--- config.mk ---
export PLATFORM = sky130hd
export DESIGN_NAME = cise_exec
export DESIGN_NICKNAME = d
export VERILOG_FILES = /design/src/rtl/cise_exec.v
export VERILOG_INCLUDE_DIRS = /design/src /design/src/include
export SDC_FILE = /design/constraint.sdc
export NUM_CORES = 1
export LEC_CHECK = 0
export BUFFER_PORTS_ARGS = -buffer_cell sky130_fd_sc_hd__buf_2
export CAP_MARGIN = 25
export CORE_MARGIN = 2
export CORE_UTILIZATION = 40
export CTS_CLUSTER_SIZE = 24
export DETAILED_ROUTE_END_ITERATION = 10
export PLACE_DENSITY = 0.69
export RECOVER_POWER = 50
export SLEW_MARGIN = 20
export SYNTH_ARGS = -nofsm -noshare
export SYNTH_HDL_FRONTEND = slang
export SYNTH_SLANG_ARGS = --single-unit
--- constraint.sdc ---
create_clock -name ref_clk -period 3.8 [get_ports ref_clk]
set_input_delay 0 -clock ref_clk [delete_from_list [all_inputs] [get_ports ref_clk]]
set_output_delay 0 -clock ref_clk [all_outputs]
set_load 0.02 [all_outputs]
--- src/include/cise_consts.vh ---
// constants for the instruction subset execution block
`ifndef CISE_CONSTS_VH
`define CISE_CONSTS_VH
// operation select codes on opSel
`define CISE_OP_NONE         3'h0
`define CISE_OP_CLEAR_ACCUM  3'h1
`define CISE_OP_DEC_SKIP     3'h2
`define CISE_OP_INC_SKIP     3'h3
`define CISE_OP_BRANCH       3'h4
`define CISE_OP_OR_LITERAL   3'h5
`define CISE_OP_INC_FILE     3'h6
// widths and field positions
`define CISE_DATA_W          8
`define CISE_PC_W            15
`define CISE_ADDR_W          7
`define CISE_IMM_W           11
`define CISE_LATCH_HI        6
`define CISE_LATCH_LO        3
// reset and constant values
`define CISE_ACCUM_RST       8'h00
`define CISE_ZERO_RST        1'h0
`define CISE_PC_RST          15'h0000
`define CISE_NOP_RST         1'h0
`define CISE_WREN_RST        1'h0
`define CISE_ADDR_RST        7'h00
`define CISE_WRDATA_RST      8'h00
`define CISE_CLEAR_VAL       8'h00
`define CISE_ONE             8'h01
`define CISE_PC_ONE          15'h0001
`endif

--- src/rtl/cise_exec.v ---
// execution logic for a subset of an 8-bit core instruction set
//
// Overview of operation
// - clear accumulator loads zero, sets zero flag
// - decrement file; dest bit picks accumulator or file
// - decrement result zero skips next, flags untouched
// - increment file; dest bit picks target; plain updates zero
// - increment result zero skips next, flags untouched
// - branch loads immediate, upper bits from latch
// - branch takes two cycles, flushes fetch, no flags
// - OR literal into accumulator, update zero flag
`default_nettype none
`include "cise_consts.vh"

module cise_exec (
   input  wire                      ref_clk,
   input  wire                      rst,
   input  wire                      insnValid,
   input  wire [2:0]                opSel,
   input  wire                      destBit,
   input  wire [`CISE_ADDR_W-1:0]   fileAddr,
   input  wire [`CISE_IMM_W-1:0]    immOperand,
   input  wire [`CISE_DATA_W-1:0]   fileRdData,
   input  wire [6:0]                pcUpperLatch,
   output reg  [`CISE_DATA_W-1:0]   accum_q,
   output reg                       zeroFlag_q,
   output reg  [`CISE_PC_W-1:0]     pc_q,
   output reg                       fileWrEn_q,
   output reg  [`CISE_ADDR_W-1:0]   fileWrAddr_q,
   output reg  [`CISE_DATA_W-1:0]   fileWrData_q,
   output wire                      nopCycle,
   output wire                      insnTaken
);

   // ************************************************
   // helpers
   // ************************************************
   function isZero;
      input [`CISE_DATA_W-1:0] val;
      begin
         isZero = (val == `CISE_CLEAR_VAL);
      end
   endfunction

   // the three file arithmetic operations share one write-back path
   function readsFile;
      input [2:0] op;
      begin
         case (op)
            `CISE_OP_DEC_SKIP: readsFile = 1'h1;
            `CISE_OP_INC_SKIP: readsFile = 1'h1;
            `CISE_OP_INC_FILE: readsFile = 1'h1;
            default:           readsFile = 1'h0;
         endcase
      end
   endfunction

   function isSkipOp;
      input [2:0] op;
      begin
         isSkipOp = (op == `CISE_OP_DEC_SKIP) | (op == `CISE_OP_INC_SKIP);
      end
   endfunction

   function [`CISE_DATA_W-1:0] fileResult;
      input [2:0]              op;
      input [`CISE_DATA_W-1:0] data;
      begin
         if (op == `CISE_OP_DEC_SKIP) begin
            fileResult = data - `CISE_ONE;
         end else begin
            fileResult = data + `CISE_ONE;
         end
      end
   endfunction

   // ************************************************
   // state
   // ************************************************
   // nopPending_q marks the forced NOP cycle; nopIsSkip_q tells whether
   // the discarded word still advances the counter (skip) or not (branch)
   reg                      nopPending_q;
   reg                      nopPending_d;
   reg                      nopIsSkip_q;
   reg                      nopIsSkip_d;
   reg [`CISE_DATA_W-1:0]   accum_d;
   reg                      zeroFlag_d;
   reg [`CISE_PC_W-1:0]     pc_d;
   reg                      fileWrEn_d;
   reg [`CISE_ADDR_W-1:0]   fileWrAddr_d;
   reg [`CISE_DATA_W-1:0]   fileWrData_d;
   wire                     execNow;
   wire [`CISE_DATA_W-1:0]  fileRes;
   wire [`CISE_DATA_W-1:0]  orResult;
   wire [`CISE_PC_W-1:0]    pcNext;
   wire [`CISE_PC_W-1:0]    branchTarget;

   assign execNow      = insnValid & ~nopPending_q;
   assign fileRes      = fileResult(opSel, fileRdData);
   assign orResult     = accum_q | immOperand[`CISE_DATA_W-1:0];
   assign pcNext       = pc_q + `CISE_PC_ONE;
   assign branchTarget = {pcUpperLatch[`CISE_LATCH_HI:`CISE_LATCH_LO], immOperand};
   assign nopCycle     = nopPending_q;
   // a word offered during the forced NOP is discarded, not executed
   assign insnTaken    = execNow;

   // ************************************************
   // accumulator and zero flag
   // ************************************************
   always @* begin
      accum_d    = accum_q;
      zeroFlag_d = zeroFlag_q;
      if (execNow) begin
         case (opSel)
            `CISE_OP_CLEAR_ACCUM: begin
               accum_d    = `CISE_CLEAR_VAL;
               zeroFlag_d = 1'h1;
            end
            `CISE_OP_DEC_SKIP: begin
               // skip forms may write the accumulator but never the flag
               if (!destBit) begin
                  accum_d = fileRes;
               end
            end
            `CISE_OP_INC_SKIP: begin
               if (!destBit) begin
                  accum_d = fileRes;
               end
            end
            `CISE_OP_OR_LITERAL: begin
               accum_d    = orResult;
               zeroFlag_d = isZero(orResult);
            end
            `CISE_OP_INC_FILE: begin
               if (!destBit) begin
                  accum_d = fileRes;
               end
               zeroFlag_d = isZero(fileRes);
            end
            default: begin
               // branch and the unlisted codes leave both untouched
               accum_d    = accum_q;
               zeroFlag_d = zeroFlag_q;
            end
         endcase
      end
   end

   // ************************************************
   // file write-back
   // ************************************************
   // the write is a registered pulse, one cycle after the operation
   always @* begin
      fileWrEn_d   = 1'h0;
      fileWrAddr_d = fileAddr;
      fileWrData_d = fileWrData_q;
      if (execNow && readsFile(opSel) && destBit) begin
         fileWrEn_d   = 1'h1;
         fileWrData_d = fileRes;
      end
   end

   // ************************************************
   // program counter and forced NOP
   // ************************************************
   always @* begin
      pc_d         = pc_q;
      nopPending_d = 1'h0;
      nopIsSkip_d  = 1'h0;
      if (nopPending_q) begin
         // second cycle: the flushed word is dropped here
         if (nopIsSkip_q) begin
            pc_d = pcNext;
         end
      end else if (insnValid) begin
         case (opSel)
            `CISE_OP_BRANCH: begin
               // the word fetched behind the branch is flushed, pc holds then
               pc_d         = branchTarget;
               nopPending_d = 1'h1;
            end
            default: begin
               pc_d = pcNext;
               if (isSkipOp(opSel)) begin
                  nopPending_d = isZero(fileRes);
                  nopIsSkip_d  = 1'h1;
               end
            end
         endcase
      end
   end

   // ************************************************
   // registers
   // ************************************************
   always @(posedge ref_clk or posedge rst) begin
      if (rst) begin
         accum_q    <= `CISE_ACCUM_RST;
         zeroFlag_q <= `CISE_ZERO_RST;
      end else begin
         accum_q    <= accum_d;
         zeroFlag_q <= zeroFlag_d;
      end
   end

   always @(posedge ref_clk or posedge rst) begin
      if (rst) begin
         pc_q         <= `CISE_PC_RST;
         nopPending_q <= `CISE_NOP_RST;
         nopIsSkip_q  <= `CISE_NOP_RST;
      end else begin
         pc_q         <= pc_d;
         nopPending_q <= nopPending_d;
         nopIsSkip_q  <= nopIsSkip_d;
      end
   end

   // write-back resets quiet so no stray write follows reset
   always @(posedge ref_clk or posedge rst) begin
      if (rst) begin
         fileWrEn_q   <= `CISE_WREN_RST;
         fileWrAddr_q <= `CISE_ADDR_RST;
         fileWrData_q <= `CISE_WRDATA_RST;
      end else begin
         fileWrEn_q   <= fileWrEn_d;
         fileWrAddr_q <= fileWrAddr_d;
         fileWrData_q <= fileWrData_d;
      end
   end

endmodule
`default_nettype wire

Yosys cells after proc, flatten, opt, wreduce, memory -nomap -nowiden:

Index checks and enable logic that the tools add are counted.

* flip-flop bits (word level): 42
* input port bits: 40
* output and inout port bits: 42

* add/sub/neg operators: 3
* equality and inequality tests: 8
* muxes and demuxes: 18
* bitwise logic cells: 4
* reduce and logical (&&, ||, !) cells: 11

Operators with widths (count)
* 15-bit two-way mux: 4
* 8-bit case mux with 3 select lines: 1
* 8-bit logical NOT: 2
* 8-bit two-way mux: 2
* 15-bit by 1-bit adder with 15-bit output, second input constant: 1
* 1-bit two-way mux: 10
* 3-bit == test, second input constant: 3
* 8-bit by 1-bit adder with 8-bit output, second input constant: 1
* 8-bit bitwise OR: 1
* 8-bit by 1-bit subtractor with 8-bit output, second input constant: 1
* 3-bit by 2-bit == test with 1-bit output, second input constant: 2
* 3-bit nonzero test: 2
* 2-bit AND reduction: 2
* 3-bit by 1-bit == test with 1-bit output, second input constant: 1
* 1-bit case mux with 3 select lines: 1
* 3-bit AND reduction: 1
* 3-bit OR reduction: 1
* 1-bit logical AND: 2
* 2-bit by 1-bit != test with 1-bit output, second input constant: 1
* 2-bit != test, second input constant: 1
* 2-bit nonzero test: 1
* 1-bit AND: 1
* 1-bit inverter: 1
* 1-bit bitwise OR: 1

Depth between registers and ports, before layout:

Gate-level depths: netlist of run 1.

* depth in word-level cells: 7
* gate-level depth with buffers: 9
* depth with buffers taken out: 8

Least setup slack after synthesis of run 1:

OpenSTA, ideal clock, no wires.

* path kind: input port to flip-flop
* start: input port opSel[2]
* end: register accum_q[6]
* arrival: 1.808 ns
* setup slack: 1.872 ns
* stages: 9
* path buffers: 1
* path through: buf_2 -> or3b_2 -> xnor2_1 -> ha_1 -> nor2_1 -> nor4b_1 -> or3_1 -> a32oi_1 -> nor2_1

* word-level cells in the longest chain between the ends: 4

RTL lines
* from (decl): line cise_exec.v:19 `input wire [2:0] opSel,`
* 3-bit by 2-bit == test with 1-bit output or 3-bit == test (tied branches)
* 3-bit OR reduction (no source line) or 8-bit two-way mux (tied branches)
* 2-bit != test (no source line), or another cell as far along
* 3-bit AND reduction (no source line) or 8-bit case mux with 3 select lines (tied branches)
* to (signal assigned): line cise_exec.v:198 `` accum_q <= `CISE_ACCUM_RST; ``
* to (signal assigned): line cise_exec.v:201 `accum_q <= accum_d;`
* to (decl): line cise_exec.v:25 `` output reg [`CISE_DATA_W-1:0] accum_q, ``

Parallel ways exist; a longest one is shown, timed or not. The select of a mux whose other input is x is not followed.
A chain may end at the register's enable or synchronous reset.

==> impl_metrics.csv, run 1 <==
group,metric,value,unit
placement,gp_congestion,0.872,
routing,wirelength,6.69,mm
synth,postSynthAreaPerCell,8.76,µm²
synth,synth_top_area_share,42.7,%
timing,period_share,62.0,%
synth,synth_top_flop_cell,"dfrtp_1",
synth,synth_edf_count,0,
placement,dp.cells,422,
timing,slew_headroom,-49.9,%
routing,viasPerCell,5.60,
timing,slew_viol_final,43,
clocking,cts.repair.resized,0,
synth,synth_area,0.00246,mm²
timing,clock_skew,0.00792,ns
synth,synth-seq-cells,42,
timing,fin_crit,2.36,ns
final_layout,layout.cells.non_filler,442,
outcome,failed_checks,"capacitance limit, slew limit",
clocking,htreeDepth,2,
timing,worst_pin_slew,2.25,ns
clocking,clockRootBuffer,"clkbuf_8",
run,max-cap-violations,1,
timing,fin_tns_setup,0,ns
clocking,clock_latency,0.30,ns
critical_path,path_class,"input port to asynchronous set/reset pin",
die,core,0.00592,mm²
timing,setup_viol,0,
routing,drc,0,
critical_path,worst-path-max-fanout,42,
routing,drt_iter0_drc,155,
grt,grt_pass1_vias,2301,
routing,wire_per_inst,15.1,µm
synth,seq_area_frac_synth,42.7,%
power_and_ir_drop,powerDensity,463,mW/mm²
placement,port_buffers,78,
critical_path,timing.critical_path.from_type,"input port",
synth,yosys-top-cells-area,"dfrtp_1 43%, a21oi_1 5.3%, nor2_1 4.0%",
die,fp.dieW,82.5,µm
routing,drt_pass1_iterations,4,
clocking,clockBufferDepth,2,
clocking,cts_setup_buffers,0,
grt,grt_pass1_wl,10.8,mm
synth,yosysWarnings,0,
synth,yosysUniqueCellTypes,56,
die,ioPinCount,82,
clocking,cts.sinks,42,
clocking,cts_inserted_buffers,5,
grt,grt_usage,20.6,%
synth,syn_nets,323,
final_layout,diodes,0,
final_layout,drive_gt1_share,22.6,%
grt,grt-ovfl-total,0,
placement,dp_hpwl,4.87,mm
timing,grt_setup_unrepaired,"false",
synth,synth_top_area_cell,"dfrtp_1",
outcome,status,"finished, violations left",
grt,grt_max_degree,43,
die,die_height,82.5,µm
die,dieArea,0.00680,mm²
die,rows,28,
timing,final-hold-violation-count,0,
timing,max_clock_freq,424,MHz
grt,antenna_found_initial,0,
clocking,holdBufCountCts,11,
power_and_ir_drop,peakVddDrop,0.229,mV
critical_path,cp.arrival,2.31,ns
clocking,clk_pin_slew,0.09,ns
routing,final_antenna_net_count,0,
final_layout,layout.nets,408,
synth,ys_async_sr_fraction,100,%
clocking,cts_tree,"done",
synth,synthCells,281,
power_and_ir_drop,p_leak,1.34,nW
final_layout,fillCellCount,596,
critical_path,critical_path_required,3.75,ns
final_layout,areaGrowthSynthToFinish,24.9,%
routing,vias,2473,
worst_hold_path,min_path_type,"input port to flop",
critical_path,end_kind,"asynchronous set/reset pin",
die,initial_utilization,41.6,%
[flip-flops by register name (all words and copies together), names as in the netlist]
| register | cells |
|---|---|
| fileWrAddr_q | 7 |
| accum_q | 8 |
| fileWrEn_q | 1 |
| nopIsSkip_q | 1 |
| pc_q | 15 |
| fileWrData_q | 8 |
| nopCycle | 1 |
| zeroFlag_q | 1 |
[final timing paths]
kind / start / endpoint / slack, ns / cells past startpoint
setup / recovery: rst / nopIsSkip_q / 1.44 / 4
setup reg to reg: nopCycle / fileWrData_q[7] / 1.49 / 4
min in group asynchronous: rst / fileWrAddr_q[0] / 1.08 / 4
max in group ref_clk: nopCycle / fileWrData_q[7] / 1.49 / 4
hold / removal: immOperand[4] / pc_q[4] / 0.01 / 3
hold reg to reg: fileWrData_q[5] / fileWrData_q[5] / 0.48 / 2
[worst max-delay path, stage by stage]
cell	delay [ns]
dlygate4sd3_1	0.54
buf_2	0.13
clkinv_1	0.03
clkbuf_1	1.60
[cells by family after synthesis]
group	after synthesis	share of synthesized area (%)
simple gates	121	26.3
buf+inv	23	4.06
compound gates	84	22.4
xor+xnor	4	1.42
flops	42	42.7
mux	5	2.18
fa+ha+maj	2	1.02
[power by group]
part / internal (mW) / total [mW] / leakage, nW / switching, mW
registers: 0.539 / 0.634 / 0.507 / 0.0956
logic: 0.179 / 0.496 / 0.787 / 0.317
clock network: 0.129 / 0.293 / 0.0441 / 0.164
total: 0.847 / 1.42 / 1.34 / 0.577
[layer usage]
| metal | vias to the layer above | GRT usage [%] | wire length (µm) |
|---|---|---|---|
| li1 | 1210 | - | - |
| met1 | 1184 | 27.6 | 3050 |
| met2 | 70 | 33.4 | 3180 |
| met3 | 9 | 3.48 | 352 |
| met4 | 0 | 7.83 | 104 |
| met5 | - | 0 | 0 |
[through the flow]
stage | area (µm²) | hold WS, ns | power [mW] | setup WS (ns) | util (%)
finish | 3080 | 0.0149 | 1.42 | 1.44 | 52.0
global route | 3080 | 0.0213 | 1.52 | 0.841 | 52.0
CTS | 3100 | 0.00262 | 1.44 | 1.47 | 52.3
detailed placement | 2900 | 0.110 | 1.14 | 1.49 | 49.0
global placement | 2900 | 0.107 | 1.13 | 1.56 | 49.0
floorplan | 2460 | 0.0314 | 0.956 | 1.87 | -
[synth_stat cells (all sizes together) (2+ instances only)]
| cell type | count |
|---|---|
| nand4 | 5 |
| mux2i | 2 |
| nand2b | 3 |
| nor2b | 5 |
| and2 | 2 |
| nand2 | 24 |
| clkbuf | 9 |
| or4b | 2 |
| o21ai | 17 |
| o31ai | 6 |
| nand3 | 12 |
| o22a | 3 |
| ha | 2 |
| nor4b | 3 |
| o21a | 2 |
| inv | 8 |
| or2 | 4 |
| a32oi | 4 |
| a211oi | 2 |
| xnor2 | 4 |
| mux2 | 3 |
| and3 | 4 |
| a31oi | 4 |
| nor2 | 26 |
| or3 | 6 |
| dfrtp | 42 |
| nor4 | 9 |
| a21o | 3 |
| nor3b | 3 |
| buf | 6 |
| a21oi | 26 |
| o22ai | 4 |
| nor3 | 8 |
| o2111ai | 2 |
[cell usage in the layout (no fill, tap or decap), types with 2 or more instances in the layout]
| cell | synthesis | routed |
|---|---|---|
| a21oi_1 | 26 | 26 |
| a21o_1 | 3 | 3 |
| o21ai_1 | 2 | 2 |
| and2_1 | 2 | 2 |
| o21a_1 | 2 | 2 |
| xnor2_1 | 4 | 4 |
| dlygate4sd3_1 | 0 | 11 |
| clkbuf_8 | 0 | 5 |
| nor4b_1 | 2 | 2 |
| or2_2 | 4 | 4 |
| nand3_1 | 12 | 12 |
| a32oi_1 | 4 | 4 |
| o2111ai_1 | 2 | 2 |
| mux2_2 | 3 | 3 |
| nor3_1 | 8 | 8 |
| buf_4 | 0 | 2 |
| nor2_1 | 26 | 26 |
| nor2b_1 | 5 | 5 |
| nor4_1 | 9 | 9 |
| and3_1 | 4 | 4 |
| buf_2 | 5 | 57 |
| or3_1 | 6 | 6 |
| nand2b_1 | 3 | 3 |
| nor3b_1 | 2 | 2 |
| o22a_1 | 3 | 3 |
| nand2_1 | 24 | 24 |
| o22ai_1 | 4 | 4 |
| ha_1 | 2 | 2 |
| mux2i_1 | 2 | 2 |
| o21ai_0 | 15 | 15 |
| clkbuf_1 | 9 | 22 |
| a31oi_1 | 4 | 4 |
| nand4_1 | 5 | 5 |
| inv_1 | 8 | 7 |
| o31ai_1 | 6 | 6 |
| dfrtp_1 | 42 | 42 |
[cell type report]
type                            count  area, µm²  area share, %
Clock buffer                        5       68.8           2.24
Clock inverter                      3       21.3          0.691
Inverter                            8       30.0          0.976
Multi-Input combinational cell    216       1310           42.6
Sequential cell                    42       1050           34.2
Tap cell                           75       93.8           3.05
Timing Repair Buffer               93        500           16.3
Note: power is estimated with default switching activity, not from simulation.
==> run 2: changes to the inputs <==
==> constraint.sdc (replaced) <==
create_clock -name ref_clk -period 2.2 [get_ports ref_clk]
set_input_delay 0 -clock ref_clk [delete_from_list [all_inputs] [get_ports ref_clk]]
set_output_delay 0 -clock ref_clk [all_outputs]
set_load 0.02 [all_outputs]
==> run 2 against run 1 <==
The run now ends clean. Sequential cell count is the same. Non-clock buffer count grew 5. Clock skew grew 0.0021 ns. Hold slack gained 0.011 ns. Count of clock-buffer cells in the layout grew 1. Wire length grew 1.9%. First-iteration DRC count grew 38%. Clock power grew 81%. Sequential power grew 74%. Largest power group unchanged. Highest routed layer unchanged.
==> impl_metrics.csv, run 2 (same netlist as run 1, synthesis figures left out) <==
group,metric,value,unit
routing,drc,0,
timing,max_clock_freq,540,MHz
critical_path,end_kind,"flop",
routing,vias,2502,
power_and_ir_drop,powerDensity,798,mW/mm²
final_layout,top_register,"pc_q",
final_layout,largest_reg_flops,15,
timing,slew_viol_final,0,
grt,grt_pass1_wl,10.9,mm
timing,setup_viol,0,
clocking,htreeDepth,2,
timing,fin_tns_setup,0,ns
final_layout,diodes,0,
critical_path,cp_cell_sequence,"ha_1 -> nand2_1 -> nor3_1 -> and3_1 -> a31oi_1 -> o22a_1",
timing,final-hold-violation-count,0,
routing,wirelength,6.81,mm
die,initial_utilization,41.6,%
placement,gp_congestion,0.887,
final_layout,layout.nets,413,
die,dieArea,0.00680,mm²
outcome,status,"complete, no violations",
timing,slew_headroom,50.2,%
clocking,clockBufferDepth,2,
final_layout,fillCellCount,573,
timing,period_share,84.1,%
die,rows,28,
final_layout,reg_top3,"pc_q (15), accum_q (8), fileWrData_q (8)",
clocking,clockRootBuffer,"clkbuf_8",
clocking,cts_tree,"done",
timing,worst_pin_slew,0.743,ns
critical_path,path_class,"flop to flop",
clocking,clock_latency,0.30,ns
timing,fin_crit,1.85,ns
final_layout,areaGrowthSynthToFinish,26.0,%
clocking,cts.sinks,42,
critical_path,crit_family,"simple AND/OR/NAND/NOR gates",
grt,grt_usage,20.8,%
power_and_ir_drop,p_seq_share,44.4,%
placement,port_buffers,78,
routing,drt_iter0_drc,214,
die,fp.dieW,82.5,µm
placement,dp_hpwl,5.04,mm
power_and_ir_drop,p_int,1.48,mW
clocking,clk_pin_slew,0.09,ns
critical_path,crit_slowest_cell,"dfrtp_1",
timing,clock_skew,0.0100,ns
final_layout,final_common_cell,"buf_2",
routing,final_antenna_net_count,0,
power_and_ir_drop,netSwitchingPower,0.993,mW
critical_path,crit_buf_inv,0,
clocking,cts.repair.resized,0,
die,die_height,82.5,µm
final_layout,final_cell_mix,"44 x buf_2, 42 x dfrtp_1, 35 x clkbuf_1",
placement,post-place-ws,0.0755,ns
grt,grt_max_degree,22,
power_and_ir_drop,p_leak,1.32,nW
die,ioPinCount,82,
power_and_ir_drop,swShare,40.1,%
critical_path,timing.critical_path.from_type,"flop",
power_and_ir_drop,peakVddDrop,0.492,mV
clocking,cts_inserted_buffers,5,
run,max-cap-violations,0,
timing,setup_ws,0.350,ns
critical_path,critical_path_required,2.39,ns
timing,grt_setup_unrepaired,"false",
routing,drt_pass1_iterations,5,
power_and_ir_drop,clockPowerShare,21.5,%
grt,grt-ovfl-total,0,
final_layout,post-route-util,52.4,%
power_and_ir_drop,combPwrFrac,34.1,%
worst_hold_path,min_path_type,"input port to flop",
grt,grt_pass1_vias,2236,
routing,wire_per_inst,15.2,µm
critical_path,max_stage_delay,0.48,ns
critical_path,cp.arrival,2.04,ns
final_layout,drive_gt1_share,20.2,%
die,core,0.00592,mm²
routing,viasPerCell,5.60,
critical_path,worst-path-max-fanout,6,
grt,antenna_found_initial,0,
run 2: changes by cell type in the layout (fill, tap and decap cells not counted), sizes merged:
cell,change
clkinv,-1
buf,-7
clkbuf,+13
run 2: power groups by stage:
stage | sequential [mW] | combinational (mW) | clock, mW
2_1_floorplan | 1.28 | 0.370 | 0
3_3_place_gp | 1.10 | 0.850 | 0
3_5_place_dp | 1.11 | 0.864 | 0
4_1_cts | 1.10 | 0.882 | 0.546
5_1_grt | 1.13 | 0.936 | 0.576
6_report | 1.10 | 0.845 | 0.531
run 2: timing repair:
item                                   4_1_cts  5_1_grt
buffers inserted                             0        0
endpoints found under the hold margin       29        0
hold buffers                                11        0
run 2: worst min-delay path: stages:
cell and delay [ns]:
buf_2 0.11, a21oi_1 0.07, o21ai_1 0.11
run 2: final timing paths:
check,from,to,slack (ns),cells after the start
setup / recovery,pc_q[0],pc_q[14],0.35,6
setup reg to reg,pc_q[0],pc_q[14],0.35,6
max in group asynchronous,rst,fileWrData_q[7],1.03,4
hold / removal,immOperand[4],pc_q[4],0.03,3
hold reg to reg,fileWrData_q[6],fileWrData_q[6],0.48,2
min in group asynchronous,rst,fileWrAddr_q[2],0.30,3
run 2: layout make-up:
| type | instances | area, µm² | area share (%) |
|---|---|---|---|
| Tap cell | 75 | 93.8 | 3.02 |
| Inverter | 8 | 30.0 | 0.968 |
| Multi-Input combinational cell | 216 | 1310 | 42.3 |
| Timing Repair Buffer | 98 | 522 | 16.8 |
| Clock inverter | 2 | 12.5 | 0.403 |
| Clock buffer | 6 | 82.6 | 2.66 |
| Sequential cell | 42 | 1050 | 33.9 |
run 2: routing by layer:
layer | global-route usage, % | vias up | wire [µm]
met5 | 0 | - | 0
met1 | 29.6 | 1198 | 3170
met4 | 6.00 | 0 | 59
met2 | 32.6 | 78 | 3210
met3 | 3.15 | 5 | 367
li1 | - | 1221 | -
run 2: stage by stage:
step	hold slack [ns]	std cells	power [mW]	area (µm²)
final	0.0259	447	2.48	3100
after global routing	0.0367	447	2.64	3100
after detailed placement	0.0614	428	1.98	2940
after floorplan	0.0314	281	1.65	2460
after CTS	0.0152	447	2.52	3150
after global placement	0.0558	428	1.95	2940
